--- src/rtl/tap_pkg.sv ---
package tap_pkg;

    // instruction register width and opcodes
    localparam int IR_W = 4;
    localparam logic [3:0] IR_EXTEST = 4'h0;
    localparam logic [3:0] IR_SAMPLE = 4'h1;
    localparam logic [3:0] IR_IDCODE = 4'h2;
    localparam logic [3:0] IR_HIGHZ = 4'h3;
    localparam logic [3:0] IR_BYPASS = 4'hf;

    // fixed pattern loaded while capturing the instruction
    localparam logic [3:0] IR_CAPTURE_PAT = 4'h1;

    // identification register layout
    localparam int ID_W = 32;
    localparam int ID_VER_POS = 28;
    localparam int ID_PART_POS = 12;
    localparam int ID_MFR_POS = 1;

    // bypass register reset value
    localparam logic BYPASS_RST = 1'b0;

    // depth of the pin-input and link synchronisers
    localparam int SYNC_STAGES = 2;

    // link clock period in the bench and core clock period, in ns
    localparam int TCK_PERIOD_NS = 320;
    localparam int CORE_PERIOD_NS = 40;
    // core cycles per link clock period
    localparam int TCK_CYCLES = TCK_PERIOD_NS / CORE_PERIOD_NS;

    typedef enum logic [3:0] {
        TEST_LOGIC_RESET,
        RUN_IDLE,
        SELECT_DR,
        CAPTURE_DR,
        SHIFT_DR,
        EXIT1_DR,
        PAUSE_DR,
        EXIT2_DR,
        UPDATE_DR,
        SELECT_IR,
        CAPTURE_IR,
        SHIFT_IR,
        EXIT1_IR,
        PAUSE_IR,
        EXIT2_IR,
        UPDATE_IR
    } tap_state_t;

endpackage : tap_pkg

--- src/rtl/stream_if.sv ---
`timescale 1ns/1ps
interface stream_if #(
    parameter int W = 8
);
    logic valid;
    logic ready;
    logic [W-1:0] data;

    modport src (output valid, output data, input ready);
    modport snk (input valid, input data, output ready);
endinterface : stream_if

--- src/rtl/word_fifo.sv ---
`timescale 1ns/1ps
module word_fifo #(
    parameter int W = 8,
    parameter int DEPTH = 16
) (
    // clock, reset and enable
    input wire logic core_clk,
    input wire logic nrst,
    input wire logic ce,
    // filling and draining sides
    stream_if.snk wr,
    stream_if.src rd
);
    localparam int AW = $clog2(DEPTH);

    logic [W-1:0] mem [DEPTH];
    logic [AW:0] wptr_ff;
    logic [AW:0] rptr_ff;
    logic full;
    logic empty;
    logic do_wr;
    logic do_rd;

    assign empty = (wptr_ff == rptr_ff);
    assign full = (wptr_ff[AW] != rptr_ff[AW]) && (wptr_ff[AW-1:0] == rptr_ff[AW-1:0]);
    assign wr.ready = !full;
    assign rd.valid = !empty;
    assign rd.data = mem[rptr_ff[AW-1:0]];
    assign do_wr = ce && wr.valid && !full;
    assign do_rd = ce && rd.ready && !empty;

    always_ff @(posedge core_clk)
    begin
        if (do_wr)
        begin
            mem[wptr_ff[AW-1:0]] <= wr.data;
        end
    end

    always_ff @(posedge core_clk or negedge nrst)
    begin
        if (!nrst)
        begin
            wptr_ff <= '0;
            rptr_ff <= '0;
        end
        else
        begin
            if (do_wr)
            begin
                wptr_ff <= wptr_ff + 1'b1;
            end
            if (do_rd)
            begin
                rptr_ff <= rptr_ff + 1'b1;
            end
        end
    end

endmodule : word_fifo

--- src/rtl/tap_unit.sv ---
`timescale 1ns/1ps
module tap_unit #(
    parameter int BSR_LEN = 8,
    parameter int FIFO_DEPTH = 16,
    // arbitrary neutral identity values
    parameter logic [3:0] ID_VERSION = 4'h1,
    parameter logic [15:0] ID_PART = 16'h0001,
    parameter logic [10:0] ID_MAKER = 11'h001
) (
    // core clock, reset, enable
    input wire logic core_clk,
    input wire logic nrst,
    input wire logic ce,
    // test access port pins
    input wire logic tck,
    input wire logic tms,
    input wire logic tdi,
    input wire logic trst_n,
    output logic tdo_ff,
    output logic tdo_oe_n_ff,
    // device pins behind the boundary cells
    input wire logic [BSR_LEN-1:0] pad_in,
    input wire logic [BSR_LEN-1:0] core_out,
    input wire logic [BSR_LEN-1:0] core_oe_n,
    output logic [BSR_LEN-1:0] pad_out_ff,
    output logic [BSR_LEN-1:0] pad_oe_n_ff,
    // stream of updated boundary words
    output logic upd_valid_ff,
    output logic [BSR_LEN-1:0] upd_data_ff,
    input wire logic upd_ready
);
    localparam logic [tap_pkg::ID_W-1:0] ID_VALUE =
        ({28'h0, ID_VERSION} << tap_pkg::ID_VER_POS)
        | ({16'h0, ID_PART} << tap_pkg::ID_PART_POS)
        | ({21'h0, ID_MAKER} << tap_pkg::ID_MFR_POS) | 32'h1;

    logic arst_n;
    logic [2:0] tck_sh_ff;
    logic [1:0] tms_sh_ff;
    logic [1:0] tdi_sh_ff;
    logic [BSR_LEN-1:0] pad_s1_ff;
    logic [BSR_LEN-1:0] pad_s2_ff;
    logic tck_rise;
    logic tck_fall;
    logic tms_s;
    logic tdi_s;
    tap_pkg::tap_state_t state_ff;
    tap_pkg::tap_state_t nxt_state;
    logic [tap_pkg::IR_W-1:0] ir_sh_ff;
    logic [tap_pkg::IR_W-1:0] ir_ff;
    logic [tap_pkg::ID_W-1:0] id_sh_ff;
    logic byp_ff;
    logic [BSR_LEN-1:0] bsr_sh_ff;
    logic [BSR_LEN-1:0] bsr_upd_ff;
    logic sel_id;
    logic sel_bsr;
    logic dr_lsb;

    stream_if #(.W(BSR_LEN)) fifo_wr ();
    stream_if #(.W(BSR_LEN)) fifo_rd ();

    // test reset acts on the unit alone, apart from any core reset
    assign arst_n = nrst & trst_n;

    // link pins pass two flops; a third flop only feeds edge detection
    always_ff @(posedge core_clk or negedge arst_n)
    begin
        if (!arst_n)
        begin
            tck_sh_ff <= '0;
            tms_sh_ff <= '1;
            tdi_sh_ff <= '0;
            pad_s1_ff <= '0;
            pad_s2_ff <= '0;
        end
        else if (ce)
        begin
            tck_sh_ff <= {tck_sh_ff[1:0], tck};
            tms_sh_ff <= {tms_sh_ff[0], tms};
            tdi_sh_ff <= {tdi_sh_ff[0], tdi};
            pad_s1_ff <= pad_in;
            pad_s2_ff <= pad_s1_ff;
        end
    end

    assign tck_rise = ce && tck_sh_ff[1] && !tck_sh_ff[2];
    assign tck_fall = ce && !tck_sh_ff[1] && tck_sh_ff[2];
    assign tms_s = tms_sh_ff[1];
    assign tdi_s = tdi_sh_ff[1];

    always_comb
    begin
        nxt_state = state_ff;
        unique case (state_ff)
            tap_pkg::TEST_LOGIC_RESET:
                nxt_state = tms_s ? tap_pkg::TEST_LOGIC_RESET : tap_pkg::RUN_IDLE;
            tap_pkg::RUN_IDLE:
                nxt_state = tms_s ? tap_pkg::SELECT_DR : tap_pkg::RUN_IDLE;
            tap_pkg::SELECT_DR:
                nxt_state = tms_s ? tap_pkg::SELECT_IR : tap_pkg::CAPTURE_DR;
            tap_pkg::CAPTURE_DR:
                nxt_state = tms_s ? tap_pkg::EXIT1_DR : tap_pkg::SHIFT_DR;
            tap_pkg::SHIFT_DR:
                nxt_state = tms_s ? tap_pkg::EXIT1_DR : tap_pkg::SHIFT_DR;
            tap_pkg::EXIT1_DR:
                nxt_state = tms_s ? tap_pkg::UPDATE_DR : tap_pkg::PAUSE_DR;
            tap_pkg::PAUSE_DR:
                nxt_state = tms_s ? tap_pkg::EXIT2_DR : tap_pkg::PAUSE_DR;
            tap_pkg::EXIT2_DR:
                nxt_state = tms_s ? tap_pkg::UPDATE_DR : tap_pkg::SHIFT_DR;
            tap_pkg::UPDATE_DR:
                nxt_state = tms_s ? tap_pkg::SELECT_DR : tap_pkg::RUN_IDLE;
            tap_pkg::SELECT_IR:
                nxt_state = tms_s ? tap_pkg::TEST_LOGIC_RESET : tap_pkg::CAPTURE_IR;
            tap_pkg::CAPTURE_IR:
                nxt_state = tms_s ? tap_pkg::EXIT1_IR : tap_pkg::SHIFT_IR;
            tap_pkg::SHIFT_IR:
                nxt_state = tms_s ? tap_pkg::EXIT1_IR : tap_pkg::SHIFT_IR;
            tap_pkg::EXIT1_IR:
                nxt_state = tms_s ? tap_pkg::UPDATE_IR : tap_pkg::PAUSE_IR;
            tap_pkg::PAUSE_IR:
                nxt_state = tms_s ? tap_pkg::EXIT2_IR : tap_pkg::PAUSE_IR;
            tap_pkg::EXIT2_IR:
                nxt_state = tms_s ? tap_pkg::UPDATE_IR : tap_pkg::SHIFT_IR;
            tap_pkg::UPDATE_IR:
                nxt_state = tms_s ? tap_pkg::SELECT_DR : tap_pkg::RUN_IDLE;
        endcase
    end

    always_ff @(posedge core_clk or negedge arst_n)
    begin
        if (!arst_n)
        begin
            state_ff <= tap_pkg::TEST_LOGIC_RESET;
        end
        else if (tck_rise)
        begin
            state_ff <= nxt_state;
        end
    end

    // instruction shift stage: capture pattern, then shift from data input
    always_ff @(posedge core_clk or negedge arst_n)
    begin
        if (!arst_n)
        begin
            ir_sh_ff <= tap_pkg::IR_CAPTURE_PAT;
        end
        else if (tck_rise)
        begin
            if (state_ff == tap_pkg::CAPTURE_IR)
            begin
                ir_sh_ff <= tap_pkg::IR_CAPTURE_PAT;
            end
            else if (state_ff == tap_pkg::SHIFT_IR)
            begin
                ir_sh_ff <= {tdi_s, ir_sh_ff[tap_pkg::IR_W-1:1]};
            end
        end
    end

    // instruction parallel output, loaded on the falling link clock edge
    always_ff @(posedge core_clk or negedge arst_n)
    begin
        if (!arst_n)
        begin
            ir_ff <= tap_pkg::IR_IDCODE;
        end
        else if (tck_fall)
        begin
            if (state_ff == tap_pkg::TEST_LOGIC_RESET)
            begin
                ir_ff <= tap_pkg::IR_IDCODE;
            end
            else if (state_ff == tap_pkg::UPDATE_IR)
            begin
                ir_ff <= ir_sh_ff;
            end
        end
    end

    // unknown opcodes fall back to the bypass stage
    assign sel_id = (ir_ff == tap_pkg::IR_IDCODE);
    assign sel_bsr = (ir_ff == tap_pkg::IR_SAMPLE) || (ir_ff == tap_pkg::IR_EXTEST);

    // data registers: capture, then shift the active one toward the output
    always_ff @(posedge core_clk or negedge arst_n)
    begin
        if (!arst_n)
        begin
            id_sh_ff <= '0;
            byp_ff <= tap_pkg::BYPASS_RST;
            bsr_sh_ff <= '0;
        end
        else if (tck_rise)
        begin
            if (state_ff == tap_pkg::CAPTURE_DR)
            begin
                if (sel_id)
                begin
                    id_sh_ff <= ID_VALUE;
                end
                else if (sel_bsr)
                begin
                    bsr_sh_ff <= pad_s2_ff;
                end
                else
                begin
                    byp_ff <= tap_pkg::BYPASS_RST;
                end
            end
            else if (state_ff == tap_pkg::SHIFT_DR)
            begin
                if (sel_id)
                begin
                    id_sh_ff <= {tdi_s, id_sh_ff[tap_pkg::ID_W-1:1]};
                end
                else if (sel_bsr)
                begin
                    bsr_sh_ff <= {tdi_s, bsr_sh_ff[BSR_LEN-1:1]};
                end
                else
                begin
                    byp_ff <= tdi_s;
                end
            end
        end
    end

    assign dr_lsb = sel_id ? id_sh_ff[0] : (sel_bsr ? bsr_sh_ff[0] : byp_ff);

    // serial output changes on the falling edge, floats outside shifting
    always_ff @(posedge core_clk or negedge arst_n)
    begin
        if (!arst_n)
        begin
            tdo_ff <= 1'b0;
            tdo_oe_n_ff <= 1'b1;
        end
        else if (tck_fall)
        begin
            if (state_ff == tap_pkg::SHIFT_IR)
            begin
                tdo_ff <= ir_sh_ff[0];
                tdo_oe_n_ff <= 1'b0;
            end
            else if (state_ff == tap_pkg::SHIFT_DR)
            begin
                tdo_ff <= dr_lsb;
                tdo_oe_n_ff <= 1'b0;
            end
            else
            begin
                tdo_oe_n_ff <= 1'b1;
            end
        end
    end

    // boundary update stage, preloaded ahead of an external test
    always_ff @(posedge core_clk or negedge arst_n)
    begin
        if (!arst_n)
        begin
            bsr_upd_ff <= '0;
        end
        else if (tck_fall && state_ff == tap_pkg::UPDATE_DR && sel_bsr)
        begin
            bsr_upd_ff <= bsr_sh_ff;
        end
    end

    // each updated boundary word is offered to the stream; a full buffer drops it
    assign fifo_wr.valid = tck_fall && state_ff == tap_pkg::UPDATE_DR && sel_bsr;
    assign fifo_wr.data = bsr_sh_ff;

    word_fifo #(.W(BSR_LEN), .DEPTH(FIFO_DEPTH)) u_fifo (
        .core_clk(core_clk),
        .nrst(arst_n),
        .ce(ce),
        .wr(fifo_wr),
        .rd(fifo_rd)
    );

    assign fifo_rd.ready = ce && (!upd_valid_ff || upd_ready);

    always_ff @(posedge core_clk or negedge arst_n)
    begin
        if (!arst_n)
        begin
            upd_valid_ff <= 1'b0;
            upd_data_ff <= '0;
        end
        else if (ce && (!upd_valid_ff || upd_ready))
        begin
            upd_valid_ff <= fifo_rd.valid;
            upd_data_ff <= fifo_rd.data;
        end
    end

    // pins: core drives in normal mode and under sample, test logic under extest, all pins float under highz
    always_ff @(posedge core_clk or negedge arst_n)
    begin
        if (!arst_n)
        begin
            pad_out_ff <= '0;
            pad_oe_n_ff <= '1;
        end
        else if (ce)
        begin
            if (ir_ff == tap_pkg::IR_HIGHZ)
            begin
                pad_out_ff <= core_out;
                pad_oe_n_ff <= '1;
            end
            else if (ir_ff == tap_pkg::IR_EXTEST)
            begin
                pad_out_ff <= bsr_upd_ff;
                pad_oe_n_ff <= '0;
            end
            else
            begin
                pad_out_ff <= core_out;
                pad_oe_n_ff <= core_oe_n;
            end
        end
    end
endmodule : tap_unit

--- config.mk ---
export PLATFORM = sky130hd
export DESIGN_NAME = tap_unit
export DESIGN_NICKNAME = d
export VERILOG_FILES = /design/src/rtl/tap_pkg.sv /design/src/rtl/stream_if.sv /design/src/rtl/word_fifo.sv /design/src/rtl/tap_unit.sv
export SDC_FILE = /design/constraint.sdc
export NUM_CORES = 1
export LEC_CHECK = 0
export BUFFER_PORTS_ARGS = -buffer_cell sky130_fd_sc_hd__buf_2
export CAP_MARGIN = 10
export CORE_ASPECT_RATIO = 0.8
export CORE_MARGIN = 2
export CORE_UTILIZATION = 55
export CTS_CLUSTER_DIAMETER = 50
export DETAILED_ROUTE_END_ITERATION = 10
export HOLD_SLACK_MARGIN = 0.03
export PLACE_DENSITY = 0.78
export SYNTH_ARGS = -nofsm -noshare
export SYNTH_HDL_FRONTEND = slang
export SYNTH_SLANG_ARGS = --single-unit
--- constraint.sdc ---
create_clock -name core_clk -period 8.45 [get_ports core_clk]
set_input_delay 1.69 -clock core_clk [delete_from_list [all_inputs] [get_ports core_clk]]
set_output_delay 1.69 -clock core_clk [all_outputs]
set_load 0.05 [all_outputs]
==> summary by stage <==
Outcome
The run finished with clean final reports.

Global routing
Across every metal layer, demand over resource in global routing totals between 20% and 30%. The remaining global-route overflow is 0. The number of global-route vias before repair is slightly above 6000. The largest net degree at the start of global routing is 69. The number of antenna violations at the first check in global routing is 0. The wire length of the first global-routing pass is 34.34 mm.

Clock network
The clock transition at the registers of the reported paths is 0.06 ns. In this run the number of H-tree levels came out at 1. The number of buffers added by the clock tree synthesis step is 25. The post-cts sizing count is 0. The clock insertion delay at the later pin of the skew report is 0.52 ns.

The hold-fix buffer count after cts is 0. The clock sink total is between 200 and 250. Once the clock tree was built, the setup fixing pass inserted 0 buffers. TritonCTS built the clock tree. The cell sitting at the root of the clock tree is a sky130_fd_sc_hd__clkbuf_16.

No sink is reached through more buffers than the 3 on the longest clock path.

Routing
The DRC violation total after the first TritonRoute iteration is 539. The number of vias after detailed routing is between 6000 and 7000. The count of nets left with antenna violations once routing finished came out at 0.

After detailed routing, the number of remaining DRC violations is 0. The detailed-route vias per instance is between 5 and 6. The first detailed-routing pass ran for 5 iterations. The average detailed-routed wire length per instance is a little under 20 µm.

The routed wire length is 21.67 mm.

Synthesis
The share of synthesized area occupied by flip-flops and latches is 66.01%. The distinct cell type count of the synthesized netlist is 64. The cell area after synthesis is between 10000 and 15000 µm². The number of nets in the synthesized netlist is 820. The count of state elements after synthesis is 249. The instance count of the mapped netlist is 783. For this run, the leading register cell type out of synthesis is sky130_fd_sc_hd__edfxtp_1. The synthesized area per cell is 13.33 µm². The fraction of registers with async set/reset is approximately 49%. Yosys mapped a number of flops with a built-in enable equal to 128.

The number of warnings printed during yosys synthesis is 0.

STA
Setup slack on the critical path of the routed design comes to 4.682 ns. Hold is met by 0.4689 ns. The transition time of the tightest slew-check pin is 1.016 ns. The final setup TNS is 0 ns. The number of hold violations in the final report is 0. Setup repair after global routing left no endpoint under its margin. The final number of setup-violating endpoints is 0. The final period demand of the worst path is 3.768 ns. In this run the tightest slew margin relative to its limit is 32.27%. The upper clock frequency limit is 265.4 MHz. The worst setup skew after layout is 0.01695 ns. The max-slew violation count is 0.

The fraction of the cycle the final worst path needs is 44.59%.

Flow run
Across the run, the number of max-cap violations was 0.

Layout
The fraction of final layout cells with drive strength greater than 1 is around a fifth. Fill cells in the final layout number about 1400. Compared with the post-synthesis result, the final layout area differs by 11.43%. The post-route cell area is 11630 µm². 0 antenna diodes ended up in the layout.

After the last flow step, the layout net total stands at around 860.

Setup path
The setup check on the worst reg-to-reg path leaves a slack of 5.46 ns. The critical path arrival is roughly 3.9 ns. The reg-to-reg startpoint is u_fifo.rptr_ff[1].

Along the worst path, the maximum fanout reaches 61. The setup path with the least slack is of type input pin to flop. The endpoint identified for the worst register-to-register timing path is u_fifo.mem[10][7]. The required time of the critical path is about 8.6 ns.

The type of destination of the critical path is a flop. STA classifies the critical path startpoint as an input pin. The number of cell instances on the worst register-to-register path is 4.

Floorplan
The floorplan has 45 rows. The effective utilization at floorplan is 55.49%. The die extent in x is 158 µm. After floorplanning, the core was sized to cover between 15000 and 20000 µm². During I/O placement, the number of pins put on the boundary was 59. The vertical die dimension is 127.2 µm. The die outline area is between 20000 and 25000 µm².

Worst hold path
The worst hold path class is flop to flop. In this run the most critical hold path is launched from pad_oe_n_ff[6]. For hold timing, the worst endpoint is pad_oe_n_ff[6]. Counting instances, the worst hold path has a depth of 2.

Power and ir drop
The total leakage power is 4.514 nW. The overall power consumption is roughly 3.6 mW. The highest ir drop seen on vdd is around 210 µV. The total power per unit cell area is 306.0 nW/µm².

Placement
At the end of routability-driven placement, the weighted congestion stood at 0.8439. The count of buffers added on input and output ports is 58. The detailed-placement wirelength estimate is 13.58 mm. The cell area reported after detailed placement is approximately 11000 µm². The setup slack after placement is between 4 and 5 ns.
==> where the power goes <==
group | internal (mW) | leakage, nW | total (mW) | switching [mW]
combinational | 0.328 | 1.51 | 0.880 | 0.553
sequential | 1.42 | 2.61 | 1.62 | 0.198
clock | 0.612 | 0.390 | 1.06 | 0.449
total | 2.36 | 4.51 | 3.56 | 1.20
==> cell usage after synthesis, drive strengths merged, types with 3 or more instances <==
master	count	area share, %
ha	5	0.60
nand2b	3	0.18
o211ai	11	0.84
o22ai	8	0.48
a31oi	21	1.3
nand4	7	0.48
clkbuf	19	0.68
mux2i	40	3.8
nand2	118	4.2
mux4	16	3.5
nand3b	4	0.29
nor2	32	1.2
dfrtp	108	26
o21ai	67	3.2
xnor2	13	1.1
and2	5	0.30
and3b	3	0.26
mux2	27	2.9
and3	16	0.96
edfxtp	128	37
inv	16	0.58
nor2b	9	0.54
a221oi	8	0.67
o2111ai	4	0.40
buf	29	1.9
nor3	4	0.35
dfstp	13	3.3
nand3	8	0.38
a21oi	17	0.85
==> routing by layer <==
metal	vias up	wire length, µm	GRT usage, %
met2	223	10220	35.24
li1	2957	-	-
met3	39	1469	4.919
met4	0	411	5.087
met5	-	0	0
met1	3206	9562	32.05
==> flip-flops by register name (all words and copies together), names as in the netlist <==
signal	count
bsr_sh_ff	8
bsr_upd_ff	8
byp_ff	1
id_sh_ff	32
ir_ff	4
ir_sh_ff	4
pad_oe_n_ff	8
pad_out_ff	8
pad_s1_ff	8
pad_s2_ff	8
state_ff	4
tck_sh_ff	3
tdi_sh_ff	2
tdo_ff	1
tdo_oe_n_ff	1
tms_sh_ff	2
u_fifo.mem	128
u_fifo.rptr_ff	5
u_fifo.wptr_ff	5
upd_data_ff	8
upd_valid_ff	1
==> placed cells by master, fill, tap and decap left out, drive strengths merged, types with 5 or more instances in the layout <==
cell type,netlist,routed
and3,16,16
clkbuf,19,38
inv,16,19
nand3,8,8
edfxtp,128,128
nor2,32,32
mux2,27,27
o22ai,8,8
a21oi,17,17
a31oi,21,21
dfrtp,108,108
dfstp,13,13
o21ai,67,67
mux4,16,16
a221oi,8,8
and2,5,5
o211ai,11,11
ha,5,5
mux2i,40,40
nor2b,9,9
nand2,118,118
xnor2,13,13
nand4,7,7
buf,29,63
==> logic make-up (layout without fill, tap and decap cells) <==
| logic type | count (synthesis) | after routing | synth area share, % |
|---|---|---|---|
| flip-flops | 249 | 249 | 66.01 |
| AND/OR/NAND/NOR | 222 | 222 | 10.28 |
| AO/OA/AOI/OAI | 145 | 145 | 8.477 |
| multiplexers | 83 | 83 | 10.20 |
| buffers and inverters | 64 | 124 | 3.177 |
| XOR/XNOR | 15 | 15 | 1.259 |
| adder cells (fa/ha/maj) | 5 | 5 | 0.5995 |
==> final cells by class <==
class / count / area (µm²) / area share, %
Sequential cell: 249 / 6889 / 59.25
Clock inverter: 7 / 52.55 / 0.4520
Clock buffer: 38 / 745.7 / 6.413
Inverter: 16 / 60.06 / 0.5165
Multi-Input combinational cell: 470 / 3229 / 27.77
Timing Repair Buffer: 63 / 327.8 / 2.819
Tap cell: 258 / 322.8 / 2.776
==> worst max-delay path by stage <==
stage                      start                 to  slack, ns  cells past startpoint
final                         ce  u_fifo.mem[10][7]       4.68                      6
after global routing          ce  u_fifo.mem[10][0]       4.48                      6
after CTS                     ce  u_fifo.mem[10][7]       4.68                      6
after detailed placement      ce  u_fifo.mem[15][4]       4.16                      6
after global placement        ce  u_fifo.mem[15][4]       4.23                      6
after floorplan           trst_n       bsr_sh_ff[0]       2.94                      1
==> critical path, stage by stage <==
cell	delay (ns)
sky130_fd_sc_hd__buf_2	0.08
sky130_fd_sc_hd__buf_4	0.51
sky130_fd_sc_hd__and3b_1	0.33
sky130_fd_sc_hd__nand4_1	0.11
sky130_fd_sc_hd__a21oi_2	0.66
sky130_fd_sc_hd__and3_1	0.52
==> stage by stage <==
| stage | std cells | utilization (%) |
|---|---|---|
| 2_1_floorplan | 783 | - |
| 3_3_place_gp | 1056 | 57.58 |
| 3_5_place_dp | 1056 | 57.58 |
| 4_1_cts | 1101 | 61.83 |
| 5_1_grt | 1101 | 61.83 |
| 6_report | 1101 | 61.83 |
(Power assumes the default switching activity.)
